File: src/spi_ctl_consts.vh
// constants for the serial port control, status and clock-rate block
// assumes an 8-bit special-function register port and a separate shift engine
`ifndef SPI_CTL_CONSTS_VH
`define SPI_CTL_CONSTS_VH

// register addresses
`define ADDR_CLOCK_DIVIDER 8'hA2
`define ADDR_DATA          8'hA3
`define ADDR_CONTROL       8'hF8

// control register bit positions
`define BIT_DONE      7
`define BIT_WRITE_COLLISION_FLAG      6
`define BIT_MODE_F    5
`define BIT_OVERRUN   4
`define BIT_WIRE_HI   3
`define BIT_WIRE_LO   2
`define BIT_TX_EMPTY  1
`define BIT_PORT_ON   0

// wiring modes
`define WIRE_3        2'h0
`define WIRE_4_MULTI  2'h1

// reset values
`define CONTROL_RESET 8'h06
`define DIVIDER_RESET 8'h00

`endif

File: src/tx_skid_buffer.v
// two-entry buffer with valid and ready on both sides
// assumes one clock and a synchronous flush from the owner
`timescale 1ns/100ps
module tx_skid_buffer #(
	parameter WIDTH = 8
) (
	// clock and reset
	input  wire             clk,
	input  wire             rstn,
	input  wire             flush,
	// fill side
	input  wire             inValid,
	input  wire [WIDTH-1:0] inData,
	output wire             inReady,
	// drain side
	output wire             outValid,
	output wire [WIDTH-1:0] outData,
	input  wire             outReady
);
	reg             mainValid_ff;
	reg [WIDTH-1:0] main_ff;
	reg             skidValid_ff;
	reg [WIDTH-1:0] skid_ff;

	assign inReady  = ~skidValid_ff;
	assign outValid = mainValid_ff;
	assign outData  = main_ff;

	always @(posedge clk or negedge rstn) begin
		if (!rstn) begin
			mainValid_ff <= 1'b0;
			main_ff      <= {WIDTH{1'b0}};
			skidValid_ff <= 1'b0;
			skid_ff      <= {WIDTH{1'b0}};
		end else if (flush) begin
			mainValid_ff <= 1'b0;
			skidValid_ff <= 1'b0;
		end else begin
			if (!mainValid_ff || outReady) begin
				if (skidValid_ff) begin
					main_ff      <= skid_ff;
					mainValid_ff <= 1'b1;
					skidValid_ff <= inValid;
					skid_ff      <= inData;
				end else begin
					main_ff      <= inData;
					mainValid_ff <= inValid;
				end
			end else if (inValid && !skidValid_ff) begin
				skid_ff      <= inData;
				skidValid_ff <= 1'b1;
			end
		end
	end
endmodule

File: src/sck_rate_divider.v
// half-period tick generator for the master serial clock
// assumes the owner toggles the clock line on every tick
`timescale 1ns/100ps
module sck_rate_divider #(
	parameter WIDTH = 8
) (
	// clock and reset
	input  wire             clk,
	input  wire             rstn,
	// control
	input  wire             run,
	input  wire [WIDTH-1:0] rate,
	// tick, one cycle, every rate+1 cycles
	output reg              tick
);
	reg [WIDTH-1:0] count_ff;

	always @(posedge clk or negedge rstn) begin
		if (!rstn) begin
			count_ff <= {WIDTH{1'b0}};
			tick     <= 1'b0;
		end else if (!run) begin
			count_ff <= {WIDTH{1'b0}};
			tick     <= 1'b0;
		end else if (count_ff >= rate) begin
			count_ff <= {WIDTH{1'b0}};
			tick     <= 1'b1;
		end else begin
			count_ff <= count_ff + {{(WIDTH-1){1'b0}}, 1'b1};
			tick     <= 1'b0;
		end
	end
endmodule

File: src/spi_control_rate.v
// control, status and clock-rate logic of the serial peripheral port
// assumes a byte-wide register port with bit writes on the control
// register, and an external shift engine that hands back done pulses
`timescale 1ns/100ps
`include "spi_ctl_consts.vh"
module spi_control_rate #(
	parameter DATA_W = 8
) (
	// clock and reset
	input  wire              clk,
	input  wire              resetn,
	// register port
	input  wire [7:0]        sfrAddr,
	input  wire              sfrWrite,
	input  wire [7:0]        sfrWdata,
	input  wire              sfrRead,
	output reg  [7:0]        sfrRdata,
	// bit write on the control register
	input  wire              bitWrite,
	input  wire [2:0]        bitIndex,
	input  wire              bitValue,
	// configuration
	input  wire              masterSelectBit,
	input  wire              interruptEnable,
	// slave select pin
	input  wire              slaveSelectIn,
	output reg               slaveSelectOut,
	output reg               slaveSelectOe,
	// shift engine side
	output wire              txValid,
	output wire [DATA_W-1:0] txData,
	input  wire              txTake,
	input  wire              engineBusy,
	input  wire              engineDone,
	input  wire [DATA_W-1:0] engineRxData,
	output reg               masterOn,
	output reg               slaveSelected,
	output reg               sckTick,
	// status
	output reg               transferInProgress,
	output reg               irq
);
	// reset release
	reg rstMeta_ff;
	reg rstn_ff;
	always @(posedge clk or negedge resetn) begin
		if (!resetn) begin
			rstMeta_ff <= 1'b0;
			rstn_ff    <= 1'b0;
		end else begin
			rstMeta_ff <= 1'b1;
			rstn_ff    <= rstMeta_ff;
		end
	end

	// pin and strap synchronisers
	reg selMeta_ff;
	reg sel_ff;
	reg mstMeta_ff;
	reg mst_ff;
	always @(posedge clk or negedge rstn_ff) begin
		if (!rstn_ff) begin
			selMeta_ff <= 1'b1;
			sel_ff     <= 1'b1;
			mstMeta_ff <= 1'b0;
			mst_ff     <= 1'b0;
		end else begin
			selMeta_ff <= slaveSelectIn;
			sel_ff     <= selMeta_ff;
			mstMeta_ff <= masterSelectBit;
			mst_ff     <= mstMeta_ff;
		end
	end

	// address decode, shared by read and write
	function isAddr;
		input [7:0] addr;
		input [7:0] target;
		begin
			isAddr = (addr == target);
		end
	endfunction

	// registers
	reg              done_ff;
	reg              write_collision_flag_ff;
	reg              modeFault_ff;
	reg              overrun_ff;
	reg [1:0]        wireMode_ff;
	reg              portOn_ff;
	reg [7:0]        divider_ff;
	reg [DATA_W-1:0] rxBuf_ff;
	reg              rxFull_ff;

	localparam [7:0] ctlReset = `CONTROL_RESET;

	// buffer signals
	wire bufInReady;
	wire bufEmpty = ~txValid;

	// write and read strobes
	wire ctlByteWr  = sfrWrite && isAddr(sfrAddr, `ADDR_CONTROL);
	wire divWr      = sfrWrite && isAddr(sfrAddr, `ADDR_CLOCK_DIVIDER);
	wire dataWr     = sfrWrite && isAddr(sfrAddr, `ADDR_DATA);
	wire dataRd     = sfrRead && isAddr(sfrAddr, `ADDR_DATA);

	// data write accepted only while the buffer is empty and enabled
	wire collide    = dataWr && !(bufEmpty && bufInReady);
	wire loadBuf    = dataWr && !collide && portOn_ff;

	// control register write values, byte or single bit
	reg [7:0] ctlNow;
	reg [7:0] ctlWr;
	reg [7:0] ctlWrMask;
	always @* begin
		ctlNow = {done_ff, write_collision_flag_ff, modeFault_ff, overrun_ff,
			wireMode_ff, bufEmpty, portOn_ff};
		ctlWr     = 8'h00;
		ctlWrMask = 8'h00;
		if (ctlByteWr) begin
			ctlWr     = sfrWdata;
			ctlWrMask = 8'hFF;
		end else if (bitWrite) begin
			ctlWr     = {8{bitValue}};
			ctlWrMask = 8'h01 << bitIndex;
		end
	end

	function [0:0] pick;
		input old;
		input mask;
		input val;
		begin
			pick = mask ? val : old;
		end
	endfunction

	// event conditions
	wire engDoneOn    = engineDone && portOn_ff;
	wire faultNow     = portOn_ff && mst_ff && !sel_ff
		&& (wireMode_ff == `WIRE_4_MULTI);
	wire overrunNow   = engDoneOn && !mst_ff && rxFull_ff;

	// next flag values: hardware set wins over software clear
	wire nxt_done     = engDoneOn
		| pick(done_ff, ctlWrMask[`BIT_DONE], ctlWr[`BIT_DONE]);
	wire nxt_write_collision_flag     = collide
		| pick(write_collision_flag_ff, ctlWrMask[`BIT_WRITE_COLLISION_FLAG], ctlWr[`BIT_WRITE_COLLISION_FLAG]);
	wire nxt_fault    = faultNow
		| pick(modeFault_ff, ctlWrMask[`BIT_MODE_F], ctlWr[`BIT_MODE_F]);
	wire nxt_overrun  = overrunNow
		| pick(overrun_ff, ctlWrMask[`BIT_OVERRUN], ctlWr[`BIT_OVERRUN]);

	// control and status registers
	always @(posedge clk or negedge rstn_ff) begin
		if (!rstn_ff) begin
			done_ff      <= ctlReset[`BIT_DONE];
			write_collision_flag_ff      <= ctlReset[`BIT_WRITE_COLLISION_FLAG];
			modeFault_ff <= ctlReset[`BIT_MODE_F];
			overrun_ff   <= ctlReset[`BIT_OVERRUN];
			wireMode_ff  <= ctlReset[`BIT_WIRE_HI:`BIT_WIRE_LO];
			portOn_ff    <= ctlReset[`BIT_PORT_ON];
			divider_ff   <= `DIVIDER_RESET;
		end else begin
			done_ff      <= nxt_done;
			write_collision_flag_ff      <= nxt_write_collision_flag;
			modeFault_ff <= nxt_fault;
			overrun_ff   <= nxt_overrun;
			wireMode_ff[1] <= pick(wireMode_ff[1], ctlWrMask[`BIT_WIRE_HI],
				ctlWr[`BIT_WIRE_HI]);
			wireMode_ff[0] <= pick(wireMode_ff[0], ctlWrMask[`BIT_WIRE_LO],
				ctlWr[`BIT_WIRE_LO]);
			portOn_ff    <= pick(portOn_ff, ctlWrMask[`BIT_PORT_ON],
				ctlWr[`BIT_PORT_ON]);
			if (divWr) begin
				divider_ff <= sfrWdata;
			end
		end
	end

	// receive buffer
	always @(posedge clk or negedge rstn_ff) begin
		if (!rstn_ff) begin
			rxBuf_ff  <= {DATA_W{1'b0}};
			rxFull_ff <= 1'b0;
		end else begin
			if (engDoneOn) begin
				rxBuf_ff  <= engineRxData;
				rxFull_ff <= 1'b1;
			end else if (dataRd) begin
				rxFull_ff <= 1'b0;
			end
		end
	end

	// transmit buffer; flushed while the port is off
	tx_skid_buffer #(
		.WIDTH(DATA_W)
	) txBuffer (
		.clk     (clk),
		.rstn    (rstn_ff),
		.flush   (~portOn_ff),
		.inValid (loadBuf),
		.inData  (sfrWdata[DATA_W-1:0]),
		.inReady (bufInReady),
		.outValid(txValid),
		.outData (txData),
		.outReady(txTake)
	);

	// master clock rate; a slave takes its clock from outside
	wire divTick;
	sck_rate_divider #(
		.WIDTH(8)
	) rateDivider (
		.clk (clk),
		.rstn(rstn_ff),
		.run (portOn_ff && mst_ff && engineBusy),
		.rate(divider_ff),
		.tick(divTick)
	);

	// register read data
	reg [7:0] nxt_rdata;
	always @* begin
		nxt_rdata = 8'h00;
		if (isAddr(sfrAddr, `ADDR_CONTROL)) begin
			nxt_rdata = ctlNow;
		end else if (isAddr(sfrAddr, `ADDR_CLOCK_DIVIDER)) begin
			nxt_rdata = divider_ff;
		end else if (isAddr(sfrAddr, `ADDR_DATA)) begin
			nxt_rdata = rxBuf_ff;
		end
	end

	// slave select pin and select level
	reg nxt_selOut;
	reg nxt_selOe;
	reg nxt_selected;
	always @* begin
		nxt_selOut   = 1'b1;
		nxt_selOe    = 1'b0;
		nxt_selected = 1'b0;
		if (portOn_ff) begin
			if (wireMode_ff[1]) begin
				nxt_selOut   = wireMode_ff[0];
				nxt_selOe    = 1'b1;
				nxt_selected = 1'b1;
			end else if (wireMode_ff == `WIRE_3) begin
				nxt_selected = 1'b1;
			end else begin
				nxt_selected = !sel_ff;
			end
		end
	end

	// registered outputs
	always @(posedge clk or negedge rstn_ff) begin
		if (!rstn_ff) begin
			sfrRdata           <= 8'h00;
			slaveSelectOut     <= 1'b1;
			slaveSelectOe      <= 1'b0;
			masterOn           <= 1'b0;
			slaveSelected      <= 1'b0;
			sckTick            <= 1'b0;
			transferInProgress <= 1'b0;
			irq                <= 1'b0;
		end else begin
			if (sfrRead) begin
				sfrRdata <= nxt_rdata;
			end
			slaveSelectOut     <= nxt_selOut;
			slaveSelectOe      <= nxt_selOe;
			masterOn           <= portOn_ff && mst_ff;
			slaveSelected      <= nxt_selected;
			sckTick            <= divTick;
			transferInProgress <= portOn_ff && engineBusy;
			irq                <= interruptEnable && (done_ff || write_collision_flag_ff
				|| modeFault_ff || overrun_ff);
		end
	end
endmodule

File: config.mk
export PLATFORM = sky130hd
export DESIGN_NAME = spi_control_rate
export DESIGN_NICKNAME = d
export VERILOG_FILES = /design/src/tx_skid_buffer.v /design/src/sck_rate_divider.v /design/src/spi_control_rate.v
export VERILOG_INCLUDE_DIRS = /design/src
export SDC_FILE = /design/constraint.sdc
export NUM_CORES = 1
export LEC_CHECK = 0
export BUFFER_PORTS_ARGS = -buffer_cell sky130_fd_sc_hd__buf_2
export CAP_MARGIN = 20
export CORE_ASPECT_RATIO = 2
export CORE_MARGIN = 2
export CORE_UTILIZATION = 30
export CTS_CLUSTER_DIAMETER = 120
export DETAILED_ROUTE_END_ITERATION = 10
export GPL_TIMING_DRIVEN = 0
export PLACE_DENSITY = 0.6
export RECOVER_POWER = 100
export SYNTH_ARGS = -nofsm -noshare
export SYNTH_HDL_FRONTEND = slang
export SYNTH_SLANG_ARGS = --single-unit
File: constraint.sdc
create_clock -name clk -period 2.8 [get_ports clk]
set_clock_uncertainty 0.15 [all_clocks]
set_input_delay 0.28 -clock clk [delete_from_list [all_inputs] [get_ports clk]]
set_output_delay 0.28 -clock clk [all_outputs]
set_load 0.01 [all_outputs]
==> summary.txt, run 1 <==
DRT Pass-1 Iters: 4
Routed via count: 2,445
Max Fclk: 0.454 GHz
Ratio of cells with drive above 1 in the final layout: 19.7%
Die Height: 151 um
Status: finished, violations left
WP depth: 6
Syn avg cell area: 11.2 um^2
Final GP Congestion: 0.853
Syn. warnings: 0
Seq cells post-synth: 72
Clk sinks: 72
I/O Pins: 63
Max Slew Vio Count: 71
Slowest cell on the critical path: o31ai_1
Initial antenna violation count: 0
Area growth from synthesis to layout: 23.2%
Internal power: 0.00211 W
Mapped cell area: 3240 um^2
Clock network power share: 42.5%
Die extent in x: 77.5 um
Sequential fraction of the synthesis area: 55.7%
CP Launch Type: flop
Clock root buffer: clkbuf_16
Slew @ Worst Pin: 1540 ps
Resized cells post-CTS: 0
Vias/cell: 4.82
Final Hold Vio Count: 0
Violated checks: max-capacitance violations, max-slew violations
Number of synthesized flops with an enable pin: 0
CP Class: flop to flop
Leak: 1.77 nW
RSZ-0062 raised after global routing: false
Clk_lat worst skew: 330 ps
Post-synthesis instance total: 290
Overflow after GRT: 0
Fin crit period: 2200 ps
Number of global-route vias before repair: 2,559
Synthesized Nets: 338
Delay-heaviest family, CP: compound AO/OA/AOI/OAI gates
Worst Setup Slack, final: 596 ps
VDD IR max: 0.000314 V
HPWL Detailed: 6030 um
Drt drc: 0
Worst R2R Path Depth: 6
Slew margin rel.: -2.53%
Area of the multi-input gates: 1320 um^2
Setup-failing EPs final: 0
Sw Pwr: 0.000723 W
CP max FO: 9
DP Worst Slack: 812 ps
Worst setup EP type: flop
Crit-path cells: inv_1 > ha_1 > nand2b_1 > a21oi_1 > o31ai_1 > nor3_1
# fillers: 1,064
Inserted Diodes: 0
Post-route ant nets: 0
Synth Flop Type: dfrtp_1
Final period util: 78.7%
First-pass GRT wire length: 12,700 um
Setup TNS: 0 ps
Post-CTS Hold Buffers: 3
Grt peak-use layer: met2
CTS tree: yes
Clk slew on worst S/H paths: 50 ps
Hold Path Stages: 2
Min-Delay Path Class: primary input to flop
Crit path required time: 2820 ps
Async set-reset flop share out of synthesis: 100%
Power Dens Cells: 708 nW/um^2
Site row count: 53
Deepest clock path buffer count: 2
Grt met1 use: 15.1%
Total GRT Usage: 14.3%
Final nets: 413
Postcts setup bufs: 0
Initial detailed-routing violation count: 145
Gate power share: 12.4%
Delay of the slowest cell on the worst path: 830 ps
Total CTS buffers: 9
Avg WL per Cell: 15.7 um
Largest net degree at the start of global routing: 71
Die area: 11,700 um^2
Register area: 1810 um^2
Crit path arrival time: 2220 ps
Port bufs: 61
Met2 Use GR: 24.8%
Number of H-tree levels: 3
Post-Route WL: 7940 um
CORE AREA: 10,500 um^2
Netlist cell types: 44
Sw Share: 25.6%
Met3 GRT Util: 3.99%
Max_cap viols: 1
Crit path buf inv count: 1
Sequential Power Share: 45.2%
Initial core utilization: 30.8%
-- cell families after synthesis --
family / Yosys count / share of synthesized area [%]
and+or+nand+nor: 91 / 15.2
DFF: 72 / 55.7
AOI/OAI and AO/OA: 57 / 10.4
muxes: 33 / 10.9
buffers and inverters: 21 / 2.70
adders and majority gates: 9 / 3.47
xor gates and xnor gates: 6 / 1.62
other: 1 / 0.116
-- cells in the mapped netlist (2+ instances only) --
master	count	area share (%)
a21oi_1	14	2.2
a22oi_1	7	1.6
and2_1	2	0.39
and3_1	3	0.58
clkbuf_1	7	0.81
dfrtp_1	68	52
dfstp_2	4	3.2
ha_1	9	3.5
inv_1	12	1.4
mux2_2	18	6.2
mux2i_1	15	4.6
nand2_1	32	3.7
nand2b_1	5	0.96
nand3_1	8	1.2
nand4_1	2	0.39
nand4b_1	6	1.6
nor2_1	10	1.2
nor2b_1	2	0.39
nor3_1	10	1.5
nor4_1	2	0.39
o211ai_1	2	0.46
o21ai_0	26	4.0
xor2_1	5	1.3
-- metrics by stage --
stage / util, % / area (um^2) / cells / power [W] / hold WS [ps]
final: 37.9 / 4000 / 507 / 0.00283 / 29.2
after global routing: 37.9 / 4000 / 507 / 0.00297 / 23.3
after CTS: 38.6 / 4070 / 507 / 0.00288 / 18.6
after detailed placement: 35.3 / 3720 / 488 / 0.00167 / -84.6
after global placement: 35.3 / 3720 / 488 / 0.00165 / -85.2
after floorplan: - / 3240 / 290 / 0.00149 / -166
-- layout make-up --
| type | count | share of cell area, % |
|---|---|---|
| plain buffers | 9 | 0.845 |
| clock buffers | 10 | 5.73 |
| clock inverters | 6 | 2.13 |
| inverters | 12 | 1.13 |
| multi-input cells | 197 | 33.1 |
| flip-flops and latches | 72 | 45.2 |
| well taps | 137 | 4.29 |
| repair buffers | 64 | 7.55 |
-- flip-flops by register name, indices dropped and copies added (netlist names), 2 cells and up --
name / cells
divider_ff: 8
rateDivider.count_ff: 8
rxBuf_ff: 8
sfrRdata: 8
txBuffer.outData: 8
txBuffer.skid_ff: 8
wireMode_ff: 2
-- worst paths after layout --
kind	start	endpoint	slack (ps)
max	rateDivider.count_ff[0]	rateDivider.count_ff[7]	600
min	engineRxData[1]	rxBuf_ff[1]	30
max reg2reg	rateDivider.count_ff[0]	rateDivider.count_ff[7]	600
min reg2reg	mstMeta_ff	mst_ff	210
max in group asynchronous	rstn_ff	divider_ff[3]	1070
min in group asynchronous	resetn	rstMeta_ff	110
-- power by group through the flow --
stage / clock (W) / sequential (W) / combinational, W
final: 0.00120 / 0.00128 / 0.000350
after global placement: 0 / 0.00129 / 0.000363
after floorplan: 0 / 0.00130 / 0.000190
after detailed placement: 0 / 0.00130 / 0.000368
after global routing: 0.00128 / 0.00130 / 0.000393
after CTS: 0.00123 / 0.00128 / 0.000374
-- placed cells by master (no fill, tap or decap), types with 2 or more instances in the layout --
cell type,Yosys,final
dfstp_2,4,4
mux2_2,18,18
mux2i_1,15,15
nand4_1,2,2
o211ai_1,2,2
nand4b_1,6,6
nand2b_1,5,5
o21ai_0,26,26
nand2_1,32,32
a22oi_1,7,7
ha_1,9,9
nor4_1,2,2
bufinv_16,0,2
and3_1,3,3
and2_0,0,2
nand3_1,8,8
dfrtp_1,68,67
a21oi_1,14,14
nor2b_1,2,2
clkbuf_1,7,37
inv_1,12,12
clkinv_2,0,2
buf_2,1,34
clkbuf_16,0,9
nor3_1,10,11
dlygate4sd3_1,0,3
nor2_1,10,11
xor2_1,5,5
clkinvlp_4,0,2
-- layer usage --
metal	vias to the layer above	share of wire (%)
met5	-	0
li1	1181	-
met2	59	52
met1	1185	38
met3	20	4.8
met4	0	4.8
Note: power is estimated with default switching activity, not from simulation.
==> inputs of run 2 (changes only) <==
- PLACE_DENSITY: 0.6 -> 0.61
- clock period: 2.8 -> 1.85 ns (I/O delays scaled with it)
==> run 2 against run 1 <==
Against the previous run:
- the flow finishes with violations (negative setup slack)
- routed wire length is 5.6% higher
- combinational power is 62% higher
- first-iteration DRC count is 17% higher
- global-route usage is 0.93 points higher
- final cell count is 4.5% higher
- register-to-register slack worse by 640 ps
- die area stayed put
- clock-buffer cell count is 1 higher
- flip-flop and latch count stayed put
- worst hold slack worse by 18 ps
- total power is 56% higher
- sequential share of layout area is 3.9 points lower
- critical endpoint is now rateDivider.tick
==> summary.txt, run 2 (synthesis gave the netlist of run 1 again) <==
I/O Pins: 63 (unchanged)
Slew @ Worst Pin: 890 ps (-648 ps)
Fin crit period: 1890 ps (-315 ps)
Final nets: 436 (+5.6%)
Largest net degree at the start of global routing: 71 (unchanged)
Most common cell after layout, fill and taps aside: dfrtp_1
Max Fclk: 0.529 GHz (+17%)
Post-route ant nets: 0 (unchanged)
Final GP Congestion: 0.858 (+0.52%)
Hold Path Stages: 3 (+1)
Die extent in x: 77.5 um (unchanged)
Crit path arrival time: 1940 ps (-280 ps)
Die Height: 151 um (unchanged)
Post-Route WL: 8390 um (+5.6%)
FF-to-FF setup slack: -40 ps (-640 ps)
Dpl cell area: 3720 um^2 (unchanged)
Vias/cell: 4.84 (+0.43%)
Site row count: 53 (unchanged)
Final period util: 102% (+23 points)
Clk sinks: 72 (unchanged)
CTS tree: yes
Worst setup EP type: flop
Most frequent cells in the layout: 67 x dfrtp_1, 34 x clkbuf_1, 34 x buf_2
Clk slew on worst S/H paths: 60 ps (about the same)
VDD IR max: 0.000471 V (+50%)
Violated checks: negative setup slack
Area growth from synthesis to layout: 35.1%
DP Worst Slack: -130 ps (-942 ps)
Deepest clock path buffer count: 2 (unchanged)
Status: finished, violations left
Initial detailed-routing violation count: 170 (+17%)
Initial core utilization: 30.8% (unchanged)
Drt drc: 0 (unchanged)
Cell area after layout: 4380 um^2 (+9.7%)
RSZ-0062 raised after global routing: true
First-pass GRT wire length: 13,400 um (+6.2%)
Leak: 1.90 nW (+7.4%)
Avg WL per Cell: 15.8 um (+1.0%)
Overflow after GRT: 0 (unchanged)
Initial antenna violation count: 0 (unchanged)
Worst R2R Path Depth: 5 (-1)
Port bufs: 61 (unchanged)
HPWL Detailed: 6180 um (+2.4%)
Total GRT Usage: 15.3% (+0.93 points)
Inserted Diodes: 0 (unchanged)
CP max FO: 5 (-4)
Ratio of cells with drive above 1 in the final layout: 26.2% (+6.5 points)
Min-Delay Path Class: primary input to flop
Final Hold Vio Count: 0 (unchanged)
DRT Pass-1 Iters: 4 (unchanged)
Die area: 11,700 um^2 (unchanged)
Crit path required time: 1900 ps (-920 ps)
Number of H-tree levels: 3 (unchanged)
CP Class: flop to flop
Slew margin rel.: 40.7% (+43 points)
Setup-failing EPs final: 3 (+3)
Max_cap viols: 0 (-1)
Max Slew Vio Count: 0 (-100%)
Power Dens Cells: 1010 nW/um^2 (+42%)
Worst hold slack: 11.1 ps (-18.1 ps)
Worst Setup Slack, final: -39.6 ps (-635 ps)
CORE AREA: 10,500 um^2 (unchanged)
Total CTS buffers: 9 (unchanged)
Clk_lat worst skew: 330 ps (about the same)
Routed via count: 2,567 (+5.0%)
CP Launch Type: flop
Clock root buffer: clkbuf_16
Number of global-route vias before repair: 2,754 (+7.6%)
[run 2: layer usage]
layer | global-route usage [%] | up-vias | routed length, um
li1 | - | 1239 | -
met1 | 14.9 | 1233 | 3000
met2 | 28.5 | 71 | 4620
met3 | 3.52 | 24 | 352
met4 | 9.46 | 0 | 417
met5 | 0 | - | 0
[run 2: path summary, 6_finish.rpt]
check / start / to
worst max-delay path: rateDivider.count_ff[2] / rateDivider.tick
worst min-delay path: sfrWdata[4] / overrun_ff
worst max register to register: rateDivider.count_ff[2] / rateDivider.tick
worst min register to register: selMeta_ff / sel_ff
max in group asynchronous: rstn_ff / rateDivider.count_ff[6]
min in group asynchronous: resetn / rstn_ff
[run 2: where the power goes]
part	internal (W)	leakage (nW)	switching (W)
Sequential	0.00179	0.876	0.000161
Combinational	0.000257	0.861	0.000311
Clock	0.00125	0.165	0.000643
[run 2: critical path, stage by stage (launching register included)]
cell and delay, ps:
dfrtp_1 400, ha_4 170, or4_4 550, a21oi_4 210, o31ai_4 120, nor2b_1 160
[run 2: what timing repair did]
| action | in CTS | in global routing |
|---|---|---|
| hold buffers | 20 | 0 |
| buffers inserted | 6 | 0 |
| pin swaps | 8 | 5 |
| resized for setup | 21 | 5 |
| endpoints found under the hold margin | 24 | 0 |
| setup endpoints to repair | 9 | 33 |
| gates cloned | 1 | 0 |
[run 2: cell type report]
type,count,area (um^2)
buffer,8,32.5
clock buffer,11,253
clock inverter,5,78.8
fill,1020,6160
inverter,12,45.0
multi-input combinational,198,1480
sequential,72,1810
tap,137,171
timing repair buffer,87,515
[run 2: stage by stage]
stage                     TNS [ps]  util, %  cells  total power [W]
after floorplan                  0        -    290          0.00225
after global placement        -679     35.3    488          0.00250
after detailed placement      -936     35.3    488          0.00253
after CTS                    -34.4     41.8    531          0.00449
after global routing          -494     41.6    530          0.00463
final                        -73.5     41.6    530          0.00441
==> inputs of run 3 (changes only) <==
- CORE_UTILIZATION: 30 -> 45
- PLACE_DENSITY: 0.61 -> 0.81
==> run 3 against run 2 <==
Against the previous run:
- the flow finishes with violations (negative hold slack, negative setup slack)
- flip-flop and latch count is the same
- total power shrank 1.6%
- final cell count shrank 8.3%
- routed wire length shrank 6.9%
- utilization grew 20 points
- die area shrank 32%
- via count grew 1.8%
- global-route usage grew 6.2 points
- register-to-register slack gained 20 ps
- clock-buffer cell count is the same
- sequential power is essentially flat
- combinational power grew 2%
- critical endpoint unchanged
==> summary.txt, run 3 (synthesis gave the netlist of run 1 again) <==
Die Height: 124 um (-18%)
Slowest cell on the critical path: or4_4
Overflow after GRT: 0 (unchanged)
Delay of the slowest cell on the worst path: 530 ps (-20 ps)
Port bufs: 61 (unchanged)
Clock root buffer: clkbuf_16
DRT Pass-1 Iters: 4 (unchanged)
Vias/cell: 5.37 (+11%)
CTS tree: yes
Crit-path cells: ha_4 > or4_4 > a21oi_4 > o31ai_4 > nor2b_2
Crit path buf inv count: 0 (unchanged)
Final period util: 101% (-0.90 points)
Deepest clock path buffer count: 2 (unchanged)
I/O Pins: 63 (unchanged)
Initial detailed-routing violation count: 120 (-29%)
Delay-heaviest family, CP: simple AND/OR/NAND/NOR gates
Initial antenna violation count: 0 (unchanged)
Largest net degree at the start of global routing: 71 (unchanged)
Hold Crit Start: sfrWdata[3]
Initial core utilization: 46.7% (+16 points)
Max_cap viols: 0 (unchanged)
HPWL Detailed: 5510 um (-11%)
Post-route ant nets: 0 (unchanged)
Finished Layout Cells: 486 (-8.3%)
CP max FO: 5 (unchanged)
Number of H-tree levels: 3 (unchanged)
Slew margin rel.: 41.7% (+1.0 points)
Post-Route WL: 7810 um (-6.9%)
Violated checks: negative hold slack, negative setup slack
CP startpoint: rateDivider.count_ff[3]
Setup-failing EPs final: 5 (+2)
Worst hold slack: -0.610 ps (-11.7 ps)
Die extent in x: 64.0 um (-17%)
Drt drc: 0 (unchanged)
Clk sinks: 72 (unchanged)
Placed cells: 441 (-9.6%)
Total CTS buffers: 9 (unchanged)
Site row count: 43 (-19%)
Leak: 1.90 nW (about the same)
Final nets: 439 (+0.69%)
Worst Setup Slack, final: -23.0 ps (+16.6 ps)
Clk slew on worst S/H paths: 50 ps (about the same)
Launching point of the worst reg2reg path: rateDivider.count_ff[3]
Max Fclk: 0.534 GHz (+0.89%)
Power Dens Cells: 1010 nW/um^2 (+0.34%)
Slew @ Worst Pin: 875 ps (-15.3 ps)
Ratio of cells with drive above 1 in the final layout: 25.5% (-0.70 points)
Inserted Diodes: 0 (unchanged)
Routed via count: 2,612 (+1.8%)
Fin crit period: 1870 ps (-16.6 ps)
Crit path arrival time: 1920 ps (-20 ps)
Most frequent cells in the layout: 67 x dfrtp_1, 36 x buf_2, 33 x clkbuf_1
Number of global-route vias before repair: 2,672 (-3.0%)
CP Launch Type: flop
Crit path required time: 1900 ps (about the same)
Clk_lat worst skew: 330 ps (about the same)
CP Class: flop to flop
Final Hold Vio Count: 1 (+1)
Total GRT Usage: 21.4% (+6.2 points)
Final Util: 61.9% (+20 points)
CORE AREA: 6940 um^2 (-34%)
Most common cell after layout, fill and taps aside: dfrtp_1
Status: finished, violations left
Avg WL per Cell: 16.1 um (+1.6%)
First-pass GRT wire length: 12,600 um (-6.2%)
VDD IR max: 0.000620 V (+32%)
Worst setup EP type: flop
RSZ-0062 raised after global routing: true
Die area: 7950 um^2 (-32%)
Area growth from synthesis to layout: 32.4%
Min-Delay Path Class: primary input to flop
Max Slew Vio Count: 0 (unchanged)
Final GP Congestion: 0.899 (+4.8%)
run 3: changes by cell type in the layout (fill, tap and decap cells not counted), moves of 2 or more:
cell / before / now
nor3_1: 3 / 7
buf_2: 34 / 36
clkinvlp_4: 0 / 2
nor3_2: 8 / 5
run 3: repair_timing:
item / CTS / global route
hold buffers: 21 / 0
pin swaps: 4 / 4
gates resized for setup: 16 / 4
hold endpoints to repair: 24 / 0
endpoints found under the setup margin: 9 / 10
setup buffers: 5 / 2
gates cloned: 1 / 0
run 3: layout make-up:
| class | instances | area (um^2) |
|---|---|---|
| Fill cell | 555 | 2640 |
| Tap cell | 90 | 113 |
| Timing Repair Buffer | 89 | 537 |
| Multi-Input combinational cell | 198 | 1430 |
| Clock inverter | 5 | 80.1 |
| Sequential cell | 72 | 1810 |
| Inverter | 12 | 45.0 |
| Buffer | 9 | 42.5 |
| Clock buffer | 11 | 243 |
run 3: worst paths after layout:
path | end | slack (ps) | depth (start not counted)
hold reg to reg | rstn_ff | 200 | 0
hold / removal | divider_ff[3] | -0.6 | 3
min in group asynchronous | divider_ff[1] | 280 | 0
setup reg to reg | rateDivider.tick | -20 | 5
setup / recovery | rateDivider.tick | -20 | 5
max in group asynchronous | txBuffer.skidValid_ff | 670 | 0
run 3: through the flow:
step | cell area, um^2 | setup WS (ps) | total power (W) | setup TNS [ps] | hold slack [ps]
after floorplan | 3250 | 72.0 | 0.00225 | 0 | -261
after global placement | 3660 | -82.1 | 0.00248 | -601 | -180
after detailed placement | 3670 | -106 | 0.00251 | -833 | -178
after CTS | 4320 | -8.31 | 0.00441 | -8.31 | 8.48
after global routing | 4300 | -74.8 | 0.00454 | -479 | 11.8
final | 4300 | -23.0 | 0.00434 | -43.4 | -0.610
run 3: worst reg2reg max path: stages (launching register included):
cell	delay, ps
dfrtp_1	410
ha_4	170
or4_4	540
a21oi_4	190
o31ai_4	110
nor2b_2	180
run 3: metal layers:
metal / GRT usage [%] / share of wire [%] / vias to the layer above
met2: 38.0 / 55 / 84
met4: 16.2 / 5.9 / 0
li1: - / - / 1238
met1: 21.9 / 35 / 1260
met3: 3.97 / 4.2 / 30
met5: 0 / 0 / -
run 3: power breakdown:
group | internal [W] | switching (W) | total (W) | leakage [nW]
sequential | 0.00179 | 0.000146 | 0.00193 | 0.876
combinational | 0.000260 | 0.000320 | 0.000579 | 0.874
clock | 0.00121 | 0.000612 | 0.00182 | 0.152
total | 0.00326 | 0.00108 | 0.00434 | 1.90
